`src/bcc_map.vh`:
```
// Register map, field positions, reset values and timing counts
// Assumes inclusion by the clock-calendar design files and bench only
`ifndef BCC_MAP_VH
`define BCC_MAP_VH
// ****************************************************************
// Register byte offsets (companions at +0x4 clr, +0x8 set, +0xC inv)
// ****************************************************************
`define BCC_CTRL_OFS 12'h200
`define BCC_ALRM_OFS 12'h210
`define BCC_TIME_OFS 12'h220
`define BCC_DATE_OFS 12'h230
`define BCC_ATIME_OFS 12'h240
`define BCC_ADATE_OFS 12'h250
`define BCC_OP_WR 2'h0
`define BCC_OP_CLR 2'h1
`define BCC_OP_SET 2'h2
`define BCC_OP_INV 2'h3
// ****************************************************************
// Control register fields
// ****************************************************************
`define BCC_CAL_LSB 16
`define BCC_ON_BIT 15
`define BCC_IDLE_BIT 13
`define BCC_PSEL_BIT 7
`define BCC_OSC_BIT 6
`define BCC_UNLOCK_BIT 3
`define BCC_GUARD_BIT 2
`define BCC_HALF_BIT 1
`define BCC_OE_BIT 0
`define BCC_CTRL_WMASK 32'h03FF_A089
// ****************************************************************
// Alarm control fields
// ****************************************************************
`define BCC_ARM_BIT 15
`define BCC_CHIME_BIT 14
`define BCC_PIV_BIT 13
`define BCC_AGUARD_BIT 12
`define BCC_IVL_LSB 8
`define BCC_ALRM_WMASK 32'h0000_EFFF
// ****************************************************************
// Value register writable bits (legal digit widths only)
// ****************************************************************
`define BCC_TIME_WMASK 32'h3F7F_7F00
`define BCC_DATE_WMASK 32'hFF1F_3F07
`define BCC_ADATE_WMASK 32'h001F_3F07
`define BCC_TIME_RST 32'h0000_0000
`define BCC_DATE_RST 32'h0001_0100
// ****************************************************************
// Timing
// ****************************************************************
`define BCC_XTAL_HALF 16384
`define BCC_GUARD_CNT 32
`define BCC_OSC_TIMEOUT 12'h800
`endif

```
`src/bcc_tick.v`:
```
// Crystal prescaler: half and one second ticks with per-minute trim
// Assumes a free crystal clock on a pin, slower than clk_sys / 4
`timescale 1ns/1ps
`default_nettype none
`include "bcc_map.vh"
module bcc_tick #(
  parameter HALF_CNT = `BCC_XTAL_HALF
) (
  // System
  input wire clk_sys,
  input wire nrst,
  // Crystal pin and control
  input wire xtal_clk,
  input wire run,
  input wire restart,
  input wire min_mark,
  input wire [9:0] cal,
  // Status and ticks
  output reg half_tick,
  output reg sec_tick,
  output reg half_flag,
  output reg near_roll,
  output reg osc_running
);
  localparam integer TERM_I = HALF_CNT - 1;
  localparam integer GUARD_I = HALF_CNT - `BCC_GUARD_CNT;
  localparam signed [16:0] TERM = TERM_I[16:0];
  localparam signed [16:0] GUARD = GUARD_I[16:0];
  reg s1_q, s2_q, s3_q, pend_q;
  reg signed [16:0] cnt_q;
  reg [11:0] idle_q;
  wire edge_w = s2_q & ~s3_q;
  always @(posedge clk_sys) begin
    s1_q <= xtal_clk;
    s2_q <= s1_q;
    s3_q <= s2_q;
  end
  always @(posedge clk_sys) begin
    if (!nrst) begin
      cnt_q <= 17'sd0;
      pend_q <= 1'b0;
      half_flag <= 1'b0;
      half_tick <= 1'b0;
      sec_tick <= 1'b0;
      near_roll <= 1'b0;
      idle_q <= 12'h000;
      osc_running <= 1'b0;
    end else begin
      half_tick <= 1'b0;
      sec_tick <= 1'b0;
      idle_q <= edge_w ? 12'h000 : (idle_q == `BCC_OSC_TIMEOUT ? idle_q : idle_q + 12'h001);
      osc_running <= (idle_q != `BCC_OSC_TIMEOUT);
      near_roll <= run & half_flag & (cnt_q >= GUARD);
      if (min_mark)
        pend_q <= 1'b1;
      if (restart) begin
        cnt_q <= 17'sd0;
        half_flag <= 1'b0;
      end else if (run && edge_w) begin
        if (cnt_q >= TERM) begin
          // Trim once a minute: preload shortens or stretches the half second
          cnt_q <= pend_q ? {{7{cal[9]}}, cal} : 17'sd0;
          pend_q <= 1'b0;
          half_flag <= ~half_flag;
          half_tick <= 1'b1;
          sec_tick <= half_flag;
        end else begin
          cnt_q <= cnt_q + 17'sd1;
        end
      end
    end
  end
endmodule // bcc_tick
`default_nettype wire

```
`src/bcc_date_adv.v`:
```
// Combinational one-second advance of BCD time and date
// Assumes legal BCD input; years 2000 to 2099
`timescale 1ns/1ps
`default_nettype none
module bcc_date_adv (
  // Current value
  input wire [31:0] time_i,
  input wire [31:0] date_i,
  // Next value
  output reg [31:0] time_o,
  output reg [31:0] date_o
);
  reg [7:0] mdays;
  reg leap;
  always @* begin
    leap = date_i[28] ? (date_i[27:24] == 4'h2 || date_i[27:24] == 4'h6)
                      : (date_i[27:24] == 4'h0 || date_i[27:24] == 4'h4 ||
                         date_i[27:24] == 4'h8);
    case (date_i[23:16])
      8'h02: mdays = leap ? 8'h29 : 8'h28;
      8'h04, 8'h06, 8'h09, 8'h11: mdays = 8'h30;
      default: mdays = 8'h31;
    endcase
    time_o = time_i;
    date_o = date_i;
    // Seconds, minutes, hours ripple in BCD
    if (time_i[11:8] != 4'h9) time_o[11:8] = time_i[11:8] + 4'h1;
    else begin
      time_o[11:8] = 4'h0;
      if (time_i[15:12] != 4'h5) time_o[15:12] = time_i[15:12] + 4'h1;
      else begin
        time_o[15:12] = 4'h0;
        if (time_i[19:16] != 4'h9) time_o[19:16] = time_i[19:16] + 4'h1;
        else begin
          time_o[19:16] = 4'h0;
          if (time_i[23:20] != 4'h5) time_o[23:20] = time_i[23:20] + 4'h1;
          else begin
            time_o[23:20] = 4'h0;
            if (time_i[31:24] == 8'h23) begin
              time_o[31:24] = 8'h00;
              date_o[3:0] = (date_i[3:0] >= 4'h6) ? 4'h0 : date_i[3:0] + 4'h1;
              if (date_i[15:8] >= mdays) begin
                date_o[15:8] = 8'h01;
                if (date_i[23:16] == 8'h12) begin
                  date_o[23:16] = 8'h01;
                  if (date_i[27:24] != 4'h9) date_o[27:24] = date_i[27:24] + 4'h1;
                  else begin
                    date_o[27:24] = 4'h0;
                    date_o[31:28] = (date_i[31:28] == 4'h9) ? 4'h0 : date_i[31:28] + 4'h1;
                  end
                end else if (date_i[19:16] == 4'h9) date_o[23:16] = 8'h10;
                else date_o[19:16] = date_i[19:16] + 4'h1;
              end else if (date_i[11:8] == 4'h9) begin
                date_o[11:8] = 4'h0;
                date_o[15:12] = date_i[15:12] + 4'h1;
              end else date_o[11:8] = date_i[11:8] + 4'h1;
            end else if (time_i[27:24] == 4'h9) begin
              time_o[27:24] = 4'h0;
              time_o[31:28] = time_i[31:28] + 4'h1;
            end else time_o[27:24] = time_i[27:24] + 4'h1;
          end
        end
      end
    end
  end
endmodule // bcc_date_adv
`default_nettype wire

```
`src/bcc_top.v`:
```
// Clock-calendar unit with alarm, AXI4-Lite register slave, output pin
// Assumes nrst is the power-on reset; crystal arrives on an async pin
`timescale 1ns/1ps
`default_nettype none
`include "bcc_map.vh"
// Operation
// - Signed ten-bit trim adds or removes that many crystal pulses each minute.
// - Module-on bit enables the unit; writable only while value writes are unlocked.
// - Idle halt set stops bus access to the unit while the processor idles.
// - Pin source select picks seconds clock when set, alarm pulse when clear.
// - Pin is driven only while pin output enable is set.
// - Read-only flag shows whether the crystal clock is running.
// - Time and date registers accept writes only while unlocked.
// - Unlock bit sets only after the system write-enable sequence.
// - Rollover guard flag warns that values may change during a read.
// - Half-second flag shows second half; cleared on seconds write.
// - Alarm fires repeat count plus one times.
// - Repeat count decrements per event; wraps to 0xFF only in chime mode.
// - Arm bit clears on event with zero count and chime off.
// - Control and alarm control reset only on power-on reset.
// - Companion addresses at +4, +8, +C clear, set or invert bits.
// - Time kept in 24-hour BCD, years 2000 to 2099, with leap years.
// - Alarm intervals from half second up to one year.
// - Half and one second ticks come from the 32.768 kHz crystal.
// - Digit fields are masked to their legal bit widths, not their legal ranges.
module bcc_top #(
  parameter HALF_CNT = `BCC_XTAL_HALF
) (
  // Clock and power-on reset
  input wire clk_sys,
  input wire nrst,
  // AXI4-Lite write address
  input wire [11:0] s_axi_awaddr,
  input wire s_axi_awvalid,
  output wire s_axi_awready,
  // AXI4-Lite write data
  input wire [31:0] s_axi_wdata,
  input wire [3:0] s_axi_wstrb,
  input wire s_axi_wvalid,
  output wire s_axi_wready,
  // AXI4-Lite write response
  output reg [1:0] s_axi_bresp,
  output reg s_axi_bvalid,
  input wire s_axi_bready,
  // AXI4-Lite read address
  input wire [11:0] s_axi_araddr,
  input wire s_axi_arvalid,
  output wire s_axi_arready,
  // AXI4-Lite read data
  output reg [31:0] s_axi_rdata,
  output reg [1:0] s_axi_rresp,
  output reg s_axi_rvalid,
  input wire s_axi_rready,
  // System status
  input wire cpu_idle,
  input wire wr_seq_ok,
  // Crystal and output pin
  input wire xtal_clk,
  output reg rtc_pin_o,
  output reg rtc_pin_oe,
  output reg alarm_event
);
  localparam [3:0] IVL_HALF = 4'h0;
  localparam [3:0] IVL_SEC = 4'h1;
  localparam [3:0] IVL_10SEC = 4'h2;
  localparam [3:0] IVL_MIN = 4'h3;
  localparam [3:0] IVL_10MIN = 4'h4;
  localparam [3:0] IVL_HOUR = 4'h5;
  localparam [3:0] IVL_DAY = 4'h6;
  localparam [3:0] IVL_WEEK = 4'h7;
  localparam [3:0] IVL_MONTH = 4'h8;
  localparam [3:0] IVL_YEAR = 4'h9;
  localparam [1:0] OKAY = 2'b00;
  localparam [1:0] SLVERR = 2'b10;

  // ****************************************************************
  // State
  // ****************************************************************
  reg [9:0] cal_q;
  reg on_q, idle_halt_q, psel_q, unlock_q, oe_q;
  reg arm_q, chime_q, piv_q, pulse_q;
  reg [3:0] ivl_q;
  reg [7:0] rpt_q;
  reg [31:0] time_q, date_q, atime_q, adate_q;
  reg aw_full_q, w_full_q, chk_q;
  reg [11:0] aw_addr_q;
  reg [31:0] w_data_q;
  reg [3:0] w_strb_q;
  wire half_tick, sec_tick, half_flag, near_roll, osc_running;
  wire [31:0] time_nx, date_nx;

  // ****************************************************************
  // Bus gating and register views
  // ****************************************************************
  wire bus_on = ~(idle_halt_q & cpu_idle);
  assign s_axi_awready = bus_on & ~aw_full_q & ~s_axi_bvalid;
  assign s_axi_wready = bus_on & ~w_full_q & ~s_axi_bvalid;
  assign s_axi_arready = bus_on & ~s_axi_rvalid;
  wire do_wr = aw_full_q & w_full_q & ~s_axi_bvalid;
  wire aguard = on_q & near_roll;
  wire [31:0] ctrl_rd = {6'h00, cal_q, on_q, 1'b0, idle_halt_q, 5'h00, psel_q,
                         osc_running, 2'b00, unlock_q, near_roll, half_flag, oe_q};
  wire [31:0] alrm_rd = {16'h0000, arm_q, chime_q, piv_q, aguard, ivl_q, rpt_q};

  function [31:0] reg_view;
    input [11:0] a;
    begin
      case ({a[11:4], 4'h0})
        `BCC_CTRL_OFS: reg_view = ctrl_rd;
        `BCC_ALRM_OFS: reg_view = alrm_rd;
        `BCC_TIME_OFS: reg_view = time_q;
        `BCC_DATE_OFS: reg_view = date_q;
        `BCC_ATIME_OFS: reg_view = atime_q;
        `BCC_ADATE_OFS: reg_view = adate_q;
        default: reg_view = 32'h0000_0000;
      endcase
    end
  endfunction

  function mapped;
    input [11:0] a;
    begin
      mapped = (a[11:8] == 4'h2) && (a[7:4] <= 4'h5) && (a[1:0] == 2'b00);
    end
  endfunction

  // Plain write or clear/set/invert through a mask of writable bits
  function [31:0] apply;
    input [31:0] old;
    input [31:0] din;
    input [1:0] op;
    input [31:0] msk;
    begin
      case (op)
        `BCC_OP_CLR: apply = old & ~(din & msk);
        `BCC_OP_SET: apply = old | (din & msk);
        `BCC_OP_INV: apply = old ^ (din & msk);
        default: apply = (old & ~msk) | (din & msk);
      endcase
    end
  endfunction

  wire [31:0] lanes = {{8{w_strb_q[3]}}, {8{w_strb_q[2]}}, {8{w_strb_q[1]}},
                       {8{w_strb_q[0]}}};
  wire [1:0] wop = aw_addr_q[3:2];
  wire [11:0] wbase = {aw_addr_q[11:4], 4'h0};
  wire wr_ok = do_wr & mapped(aw_addr_q);
  wire wr_ctrl = wr_ok & (wbase == `BCC_CTRL_OFS);
  wire wr_alrm = wr_ok & (wbase == `BCC_ALRM_OFS);
  wire wr_time = wr_ok & (wbase == `BCC_TIME_OFS) & unlock_q;
  wire wr_date = wr_ok & (wbase == `BCC_DATE_OFS) & unlock_q;
  wire [31:0] ctrl_nx = apply(ctrl_rd, w_data_q, wop, `BCC_CTRL_WMASK & lanes);
  wire [31:0] alrm_nx = apply(alrm_rd, w_data_q, wop, `BCC_ALRM_WMASK & lanes);
  wire sec_wr = wr_time & w_strb_q[1];

  // ****************************************************************
  // Prescaler and calendar advance
  // ****************************************************************
  wire min_mark = on_q & sec_tick & (time_nx[15:8] == 8'h00);
  bcc_tick #(.HALF_CNT(HALF_CNT)) u_tick (
    .clk_sys(clk_sys),
    .nrst(nrst),
    .xtal_clk(xtal_clk),
    .run(on_q),
    .restart(sec_wr),
    .min_mark(min_mark),
    .cal(cal_q),
    .half_tick(half_tick),
    .sec_tick(sec_tick),
    .half_flag(half_flag),
    .near_roll(near_roll),
    .osc_running(osc_running)
  );
  bcc_date_adv u_adv (
    .time_i(time_q),
    .date_i(date_q),
    .time_o(time_nx),
    .date_o(date_nx)
  );

  // ****************************************************************
  // Alarm compare
  // ****************************************************************
  reg [31:0] tmask, dmask;
  always @* begin
    tmask = 32'h0000_0000;
    dmask = 32'h0000_0000;
    case (ivl_q)
      IVL_10SEC: tmask = 32'h0000_0F00;
      IVL_MIN: tmask = 32'h0000_FF00;
      IVL_10MIN: tmask = 32'h000F_FF00;
      IVL_HOUR: tmask = 32'h00FF_FF00;
      IVL_DAY: tmask = 32'hFFFF_FF00;
      IVL_WEEK: begin
        tmask = 32'hFFFF_FF00;
        dmask = 32'h0000_000F;
      end
      IVL_MONTH: begin
        tmask = 32'hFFFF_FF00;
        dmask = 32'h0000_FF00;
      end
      IVL_YEAR: begin
        tmask = 32'hFFFF_FF00;
        dmask = 32'h00FF_FF00;
      end
      default: tmask = 32'h0000_0000;
    endcase
  end
  // Compare one cycle after the tick so the advanced time is seen
  reg tick_d_q, htick_d_q;
  wire ivl_legal = (ivl_q <= IVL_YEAR);
  wire fire = arm_q & on_q & ivl_legal &
              ((ivl_q == IVL_HALF) ? htick_d_q : tick_d_q & (ivl_q != IVL_HALF)) &
              (((time_q ^ atime_q) & tmask) == 32'h0000_0000) &
              (((date_q ^ adate_q) & dmask) == 32'h0000_0000);

  // ****************************************************************
  // AXI4-Lite channels
  // ****************************************************************
  always @(posedge clk_sys) begin
    if (!nrst) begin
      aw_full_q <= 1'b0;
      w_full_q <= 1'b0;
      aw_addr_q <= 12'h000;
      w_data_q <= 32'h0000_0000;
      w_strb_q <= 4'h0;
      s_axi_bvalid <= 1'b0;
      s_axi_bresp <= OKAY;
      s_axi_rvalid <= 1'b0;
      s_axi_rresp <= OKAY;
      s_axi_rdata <= 32'h0000_0000;
    end else begin
      if (s_axi_awvalid && s_axi_awready) begin
        aw_full_q <= 1'b1;
        aw_addr_q <= s_axi_awaddr;
      end
      if (s_axi_wvalid && s_axi_wready) begin
        w_full_q <= 1'b1;
        w_data_q <= s_axi_wdata;
        w_strb_q <= s_axi_wstrb;
      end
      if (do_wr) begin
        aw_full_q <= 1'b0;
        w_full_q <= 1'b0;
        s_axi_bvalid <= 1'b1;
        s_axi_bresp <= mapped(aw_addr_q) ? OKAY : SLVERR;
      end else if (s_axi_bready)
        s_axi_bvalid <= 1'b0;
      if (s_axi_arvalid && s_axi_arready) begin
        s_axi_rvalid <= 1'b1;
        s_axi_rdata <= reg_view(s_axi_araddr);
        s_axi_rresp <= mapped(s_axi_araddr) ? OKAY : SLVERR;
      end else if (s_axi_rready)
        s_axi_rvalid <= 1'b0;
    end
  end

  // ****************************************************************
  // Control, alarm and value registers (power-on reset only)
  // ****************************************************************
  always @(posedge clk_sys) begin
    if (!nrst) begin
      cal_q <= 10'h000;
      on_q <= 1'b0;
      idle_halt_q <= 1'b0;
      psel_q <= 1'b0;
      unlock_q <= 1'b0;
      oe_q <= 1'b0;
      arm_q <= 1'b0;
      chime_q <= 1'b0;
      piv_q <= 1'b0;
      pulse_q <= 1'b0;
      ivl_q <= 4'h0;
      rpt_q <= 8'h00;
      time_q <= `BCC_TIME_RST;
      date_q <= `BCC_DATE_RST;
      atime_q <= `BCC_TIME_RST;
      adate_q <= `BCC_DATE_RST;
      tick_d_q <= 1'b0;
      htick_d_q <= 1'b0;
      chk_q <= 1'b0;
      alarm_event <= 1'b0;
      rtc_pin_o <= 1'b0;
      rtc_pin_oe <= 1'b0;
    end else begin
      tick_d_q <= sec_tick & on_q;
      htick_d_q <= half_tick & on_q;
      chk_q <= 1'b0;
      alarm_event <= fire;
      // Hardware alarm event first; a same-cycle software write overrides
      if (fire) begin
        pulse_q <= ~pulse_q;
        if (rpt_q != 8'h00)
          rpt_q <= rpt_q - 8'h01;
        else if (chime_q)
          rpt_q <= 8'hFF;
        else
          arm_q <= 1'b0;
      end
      if (on_q && sec_tick) begin
        time_q <= time_nx;
        date_q <= date_nx;
      end
      if (wr_ctrl) begin
        cal_q <= ctrl_nx[`BCC_CAL_LSB +: 10];
        idle_halt_q <= ctrl_nx[`BCC_IDLE_BIT];
        psel_q <= ctrl_nx[`BCC_PSEL_BIT];
        oe_q <= ctrl_nx[`BCC_OE_BIT];
        if (unlock_q)
          on_q <= ctrl_nx[`BCC_ON_BIT];
        unlock_q <= ctrl_nx[`BCC_UNLOCK_BIT] & (unlock_q | wr_seq_ok);
      end
      if (wr_alrm) begin
        arm_q <= alrm_nx[`BCC_ARM_BIT];
        chime_q <= alrm_nx[`BCC_CHIME_BIT];
        piv_q <= alrm_nx[`BCC_PIV_BIT];
        pulse_q <= alrm_nx[`BCC_PIV_BIT];
        ivl_q <= alrm_nx[`BCC_IVL_LSB +: 4];
        rpt_q <= alrm_nx[7:0];
      end
      if (wr_time)
        time_q <= apply(time_q, w_data_q, wop, `BCC_TIME_WMASK & lanes);
      if (wr_date)
        date_q <= apply(date_q, w_data_q, wop, `BCC_DATE_WMASK & lanes);
      if (wr_ok && wbase == `BCC_ATIME_OFS)
        atime_q <= apply(atime_q, w_data_q, wop, `BCC_TIME_WMASK & lanes);
      if (wr_ok && wbase == `BCC_ADATE_OFS)
        adate_q <= apply(adate_q, w_data_q, wop, `BCC_ADATE_WMASK & lanes);
      // Pin: seconds clock or alarm pulse, only while output enabled
      rtc_pin_oe <= oe_q & on_q;
      rtc_pin_o <= oe_q & on_q & (psel_q ? ~half_flag : pulse_q);
    end
  end
endmodule // bcc_top
`default_nettype wire

```
`config.mk`:
```
export PLATFORM = sky130hd
export DESIGN_NAME = bcc_top
export DESIGN_NICKNAME = d
export VERILOG_FILES = /design/src/bcc_tick.v /design/src/bcc_date_adv.v /design/src/bcc_top.v
export VERILOG_INCLUDE_DIRS = /design/src
export SDC_FILE = /design/constraint.sdc
export NUM_CORES = 1
export LEC_CHECK = 0
export BUFFER_PORTS_ARGS = -buffer_cell sky130_fd_sc_hd__buf_2
export CORE_MARGIN = 5
export CORE_UTILIZATION = 55
export CTS_CLUSTER_SIZE = 16
export DETAILED_ROUTE_END_ITERATION = 12
export GPL_TIMING_DRIVEN = 0
export MAX_ROUTING_LAYER = met4
export PLACE_DENSITY = 0.85
export SLEW_MARGIN = 20
export SYNTH_ARGS = -nofsm -noshare
export SYNTH_HDL_FRONTEND = slang
export SYNTH_HIERARCHICAL = 1
export SYNTH_SLANG_ARGS = --single-unit
```
`constraint.sdc`:
```
create_clock -name clk_sys -period 5.6 [get_ports clk_sys]
set_clock_uncertainty 0.1 [all_clocks]
set_input_delay 0 -clock clk_sys [delete_from_list [all_inputs] [get_ports clk_sys]]
set_output_delay 0 -clock clk_sys [all_outputs]
set_load 0.005 [all_outputs]
```
After elaboration in Yosys (flattened, before gate mapping)
Cells that the tools add are included.

Bits in writable memories: 0. Logic and storage cells: 356. Output and inout bits: 44. Memories: 0. Bits in latches: 0. Bits in read-only memories: 0. Bits in registers: 290. Bits of input ports: 70.

Bitwise operators: 93. $lt $le $gt $ge: 7. Shift-type cells: 0. Reduce and logical (&&, ||, !) cells: 56. Divide/modulo/power cells: 0. Equality and inequality tests: 58. Add/sub/neg operators: 15. Multiply operators: 0. Multiplexer cells: 74.

Operators by type and width (number): $pmux W32 S3 (4); $and A32 B32 Y32 (11); $or A32 B32 Y32 (8); $pmux W32 S6 (1); $xor A32 B32 Y32 (6); $pmux W32 S5 (1); $mux W32 (4); $not A32 Y32 (4); $mux W24 (5); $eq A8 B6 Y1 const B (13); $and A26 B26 Y26 (3); $pmux W26 S3 (1); $mux W4 (19); $mux W8 (9); $pmux W24 S3 (1); $logic_not A32 Y1 (2); $not A26 Y26 (2); $or A26 B26 Y26 (2); $add A4 B1 Y4 const B (12); $and A16 B16 Y16 (3); $pmux W16 S3 (1); $ge A17 B15 Y1 const B (2); $mux W17 (2); $and A1 B1 Y1 (32); 58 further kinds (155).

Longest topological paths before layout
Depth in word-level cells: 15. Mapped depth: 16. Gate-level depth less buffers: 14.

Modules after synthesis
The synthesis kept the hierarchy.

By module, submodules not included: bcc_top (area each 14782.9 um2, instances 1, cells an instance 1851, sequential area each 4404.2 um2); bcc_tick (area each 2054.5 um2, instances 1, cells an instance 243, sequential area each 760.7 um2); bcc_date_adv (area each 1540.2 um2, instances 1, cells an instance 247, sequential area each 0.0 um2).

Least setup slack after synthesis
Ideal clock, no wire load.

Path kind: register to register. Start: register date_q[17]. End: register date_q[18]. Path buffers: 2. Required time: 5.384 ns. Arrival: 3.456 ns. Library setup time: 0.116 ns. Clock period less this slack: 3.672 ns. Slack: 1.928 ns. Stages on the path, launching flop included: 16. Cell sequence: dfxtp_1 -> or3b_2 -> nor4_1 -> o21ai_0 -> o21a_1 -> ha_1 -> or4b_1 -> a221oi_1 -> a2111o_1 -> buf_6 -> buf_2 -> nor2_1 -> xnor2_1 -> nand2_1 -> nand3_1 -> o211a_1.

Word-level cells in the longest chain between the ends: 11. Elaborated cells between the ends (all ways): 23. Classes of those cells: 1 x add/sub; 1 x order compare; 7 x eq/ne; 11 x mux; 3 x reduce/logical.

RTL lines: start: declaration (line bcc_top.v:84) `reg [31:0] time_q, date_q, atime_q, adate_q;`; start signal: assignment (line bcc_top.v:276) `` date_q <= `BCC_DATE_RST; ``; start signal: assignment (line bcc_top.v:302) `date_q <= date_nx;`; start signal: assignment (line bcc_top.v:324) `` date_q <= apply(date_q, w_data_q, wop, `BCC_DATE_WMASK & lanes); ``; $add A4 B1 Y4 / $eq A4 B4 Y1 (equally long branches) (line bcc_date_adv.v:52, bcc_date_adv.v:51); $mux W4 (line bcc_date_adv.v:51) `end else if (date_i[19:16] == 4'h9) date_o[23:16] = 8'h10;`; $mux W8 * (line bcc_date_adv.v:44) `if (date_i[23:16] == 8'h12) begin`; $mux W16 * (line bcc_date_adv.v:42) `if (date_i[15:8] >= mdays) begin`; $mux W24 * (line bcc_date_adv.v:39) `if (time_i[31:24] == 8'h23) begin`; $mux W24 * (line bcc_date_adv.v:36) `if (time_i[23:20] != 4'h5) time_o[23:20] = time_i[23:20] + 4'h1;`; $mux W24 * (line bcc_date_adv.v:33) `if (time_i[19:16] != 4'h9) time_o[19:16] = time_i[19:16] + 4'h1;`; $mux W24 * (line bcc_date_adv.v:30) `if (time_i[15:12] != 4'h5) time_o[15:12] = time_i[15:12] + 4'h1;`; $mux W24 * (line bcc_date_adv.v:27) `if (time_i[11:8] != 4'h9) time_o[11:8] = time_i[11:8] + 4'h1;`; via date_nx[18] (line bcc_top.v:90) `wire [31:0] time_nx, date_nx;`; $mux W32 * (line bcc_top.v:300) `if (on_q && sec_tick) begin`; $mux W32 * (line bcc_top.v:323) `if (wr_date)`.

The timed path passes the listed nets; every way through them passes the cells marked *. The select of a mux whose other input is x is not followed. A chain may end at the register's enable or synchronous reset.

Worst setup path in the final report
Start: register date_q[17]. End: register date_q[27].

Word-level cells in the longest chain between the ends: 6. Elaborated cells between the ends (all ways): 12. Classes of those cells: 1 x order compare; 6 x eq/ne; 1 x mux; 4 x reduce/logical.

RTL lines: $eq A8 B3 Y1, or another cell as far along (line bcc_date_adv.v:19) `case (date_i[23:16])`; $reduce_or A4 Y1 (line bcc_date_adv.v:19); $pmux W8 S2 (line bcc_date_adv.v:19); $ge A8 B8 Y1 (line bcc_date_adv.v:42); $reduce_bool A2 Y1 (no source line); $reduce_and A8 Y1 (no source line) *.

Every way passes the cells marked *; elsewhere a longest branch is shown, timed or not.

==> results.cfg <==
[worst_setup_path]
reg2reg_slack_ps = 1080
cp_slowest_cell = dfxtp_1
crit_chain = or3b_2, nor4_1, o21ai_0, o21a_1, ha_1, or4b_1, a221oi_1, a2111o_1, buf_6, buf_2, nor3_1, o2bb2ai_1, nand2_1, nand3_1, o211a_1
critPathRequiredTime_ps = 6020
worst-path-buf-inv = 2
reg2reg_depth = 15
critPathTopFamily = simple AND/OR/NAND/NOR gates
r2r_start = date_q[17]
max_stage_delay_ps = 670
cp-start-kind = register
end_kind = register
rr_endpoint = date_q[27]
path_class = reg -> reg
worstPathMaxFanout = 12
arrival_ps = 4940

[floorplan]
rows = 67
coreArea_um2 = 33280
die_h_um = 192.8
boundaryPins = 114
die_width_um = 192.8
dieArea_um2 = 37170
initial_core_util_pct = 55.22

[synthesis]
synth_area_um2 = 18380
synth_top_area_share_pct = 28.10
postSynthCellCount = 2341
synth_cell_types = 95
ys_ff_latch = 258
synth_edf_count = 0
avgSynthCellArea_um2 = 7.850
synth_warnings = 6
synth_seq_area_share_pct = 28.10
synthArstFlopShare_pct = 0
ys_top_cells_by_area = dfxtp_1, ha_1, nand2_1
synth_area_leader_cell = dfxtp_1
synth-main-ff-cell = dfxtp_1

[cells_and_area]
nNetsFinal = 2788
drive_gt1_share_pct = 9.807
syn2layout_area_growth_pct = 16.69

[min_path]
worstHoldEndpoint = s_axi_rdata[4]
min_from = s_axi_araddr[4]
hold_depth = 5
hold_path_class = in -> reg

[timing]
drv_slew = 0
relSlewSlack_pct = 17.71
worst_hold_slack_ps = 80.53
timing.setup.tns_ps = 0
max_freq_ghz = 0.2212
finalSetupViolCount = 0
worst_slack_ps = 1079
hold_violations = 0
period_share_pct = 80.73
rsz0062_at_grt = no
worstMarginPinSlew_ps = 1234
period_needed_ps = 4521

[detailed_routing]
drtAntennaViolNets = 0
first_iter_violations = 3172
wl_per_cell_um = 25.21
via_per_inst = 6.716
vias = 20430
wirelength_um = 76690
drc = 0
first_pass_iters = 8

[clock_network]
cts-root-buf = clkbuf_16
tritoncts = yes
cts-buffers-inserted = 31
h-tree-depth = 1
clk_pin_slew_worst_paths_ps = 70
clock_path_buffers = 3
cts.repair.resized = 0
clk_latency_ps = 590
cts_sinks = 258

[place]
gp_congestion = 1.069
portBuffers = 109
dp_slack_ps = 1211
hpwlAfterDp_um = 54180

[run_status]
status = finished, final reports clean

[job]
max_cap_violations = 0

[power_and_ir_drop]
ir_drop_mv = 0.2965
p_per_area_nw_per_um2 = 218.2
cellLeakagePower_nw = 8.313

[global_routing]
grt-ovfl-total = 0
antenna_found_initial = 3
grt_pass1_vias = 19400
grt_max_degree = 17
track_usage_pct = 40.85
grt_first_pass_wirelength_um = 113600
logic make-up (layout without fill, tap and decap cells):
group	Yosys count	after routing	share of synthesized area, %
adders and majority gates	152	152	10.35
and+or+nand+nor	863	863	22.75
AOI/OAI and AO/OA	648	648	24.41
muxes	87	87	5.310
other	1	6	0.02041
DFF	258	258	28.10
xor gates and xnor gates	64	64	3.050
buffers and inverters	268	516	6.005
metal layers:
layer | vias to the layer above | part of all wire, % | track usage, % | wire length [µm]
met5 | - | 0 | - | 0
met4 | 0 | 7.5 | 23.97 | 5765
met3 | 405 | 13 | 9.334 | 9803
met2 | 1614 | 43 | 61.89 | 32900
met1 | 9550 | 37 | 49.80 | 28220
li1 | 8861 | - | - | -
cells in the mapped netlist (all sizes together) (5+ instances only):
| cell type | count |
|---|---|
| a22oi | 42 |
| clkbuf | 133 |
| and3 | 27 |
| o211a | 44 |
| nand4 | 22 |
| nand2 | 425 |
| buf | 52 |
| a221oi | 47 |
| and2 | 29 |
| mux2i | 66 |
| a222oi | 22 |
| mux4 | 7 |
| nor4 | 16 |
| nor2b | 74 |
| nand3 | 90 |
| inv | 83 |
| a31oi | 13 |
| o21ai | 142 |
| a21boi | 83 |
| mux2 | 14 |
| o21a | 5 |
| a21oi | 146 |
| xnor2 | 34 |
| xor2 | 30 |
| o41ai | 5 |
| dfxtp | 258 |
| nand2b | 19 |
| a21o | 5 |
| or3 | 13 |
| o31ai | 8 |
| nor3 | 31 |
| o211ai | 19 |
| ha | 152 |
| a211oi | 28 |
| nand3b | 6 |
| nor2 | 78 |
| nor3b | 7 |
cells in the final DEF (no fill, tap or decap), types with 28 or more instances in the layout:
master,count
xnor2_1,34
mux2i_1,66
dfxtp_1,258
a221oi_1,46
inv_1,83
clkbuf_16,31
ha_1,152
nor2b_1,74
o211a_1,44
buf_2,127
a21boi_0,73
o21ai_0,133
nand3_1,89
clkbuf_1,138
nor2_1,76
a22oi_1,42
and2_1,28
dlygate4sd3_1,82
nand2_1,424
xor2_1,30
nor3_1,28
a21oi_1,144
how the worst max path moves through the flow:
stage,startpoint,end,slack [ps],cells past startpoint
6_report,date_q[17],date_q[27],1080,15
5_1_grt,date_q[17],date_q[18],940,15
4_1_cts,date_q[17],date_q[27],1180,15
3_5_place_dp,date_q[17],date_q[27],1210,15
3_3_place_gp,date_q[17],date_q[19],1310,15
2_1_floorplan,date_q[17],date_q[18],1930,15
power breakdown:
part           switching (mW)  internal, mW  leakage [nW]  total, mW
clock                   0.878          1.35         0.550       2.23
sequential             0.0364          1.87          2.09       1.90
combinational           0.362         0.182          5.67      0.544
total                    1.28          3.40          8.31       4.68
repair_timing:
item,CTS,global route
hold buffers,82,0
hold endpoints to repair,66,0
setup buffers,0,0
through the flow:
step	total power, mW	instances	instance area (µm²)	utilization (%)
after floorplan	2.198	2342	18380	-
after global placement	2.389	2899	19490	58.55
after detailed placement	2.398	2899	19490	58.55
after CTS	4.623	3038	21430	64.39
after global routing	4.769	3041	21440	64.43
final	4.679	3042	21440	64.43
worst reg2reg max path, stage by stage, from the launching register on:
cell and delay, ps:
dfxtp_1 670, or3b_2 540, nor4_1 340, o21ai_0 180, o21a_1 160, ha_1 270, or4b_1 480, a221oi_1 460
a2111o_1 310, buf_6 160, buf_2 220, nor3_1 90, o2bb2ai_1 150, nand2_1 80, nand3_1 120, o211a_1 150
final cells by class:
cell class	count	area (µm²)
antenna	4	10.01
tap	448	560.5
clock buffer	44	904.6
timing repair buffer	191	1366
multi-input combinational	1816	12120
inverter	83	311.5
sequential	258	5165
clock inverter	13	215.2
fill	2837	11840
buffer	185	792.0
(Power assumes the default switching activity.)
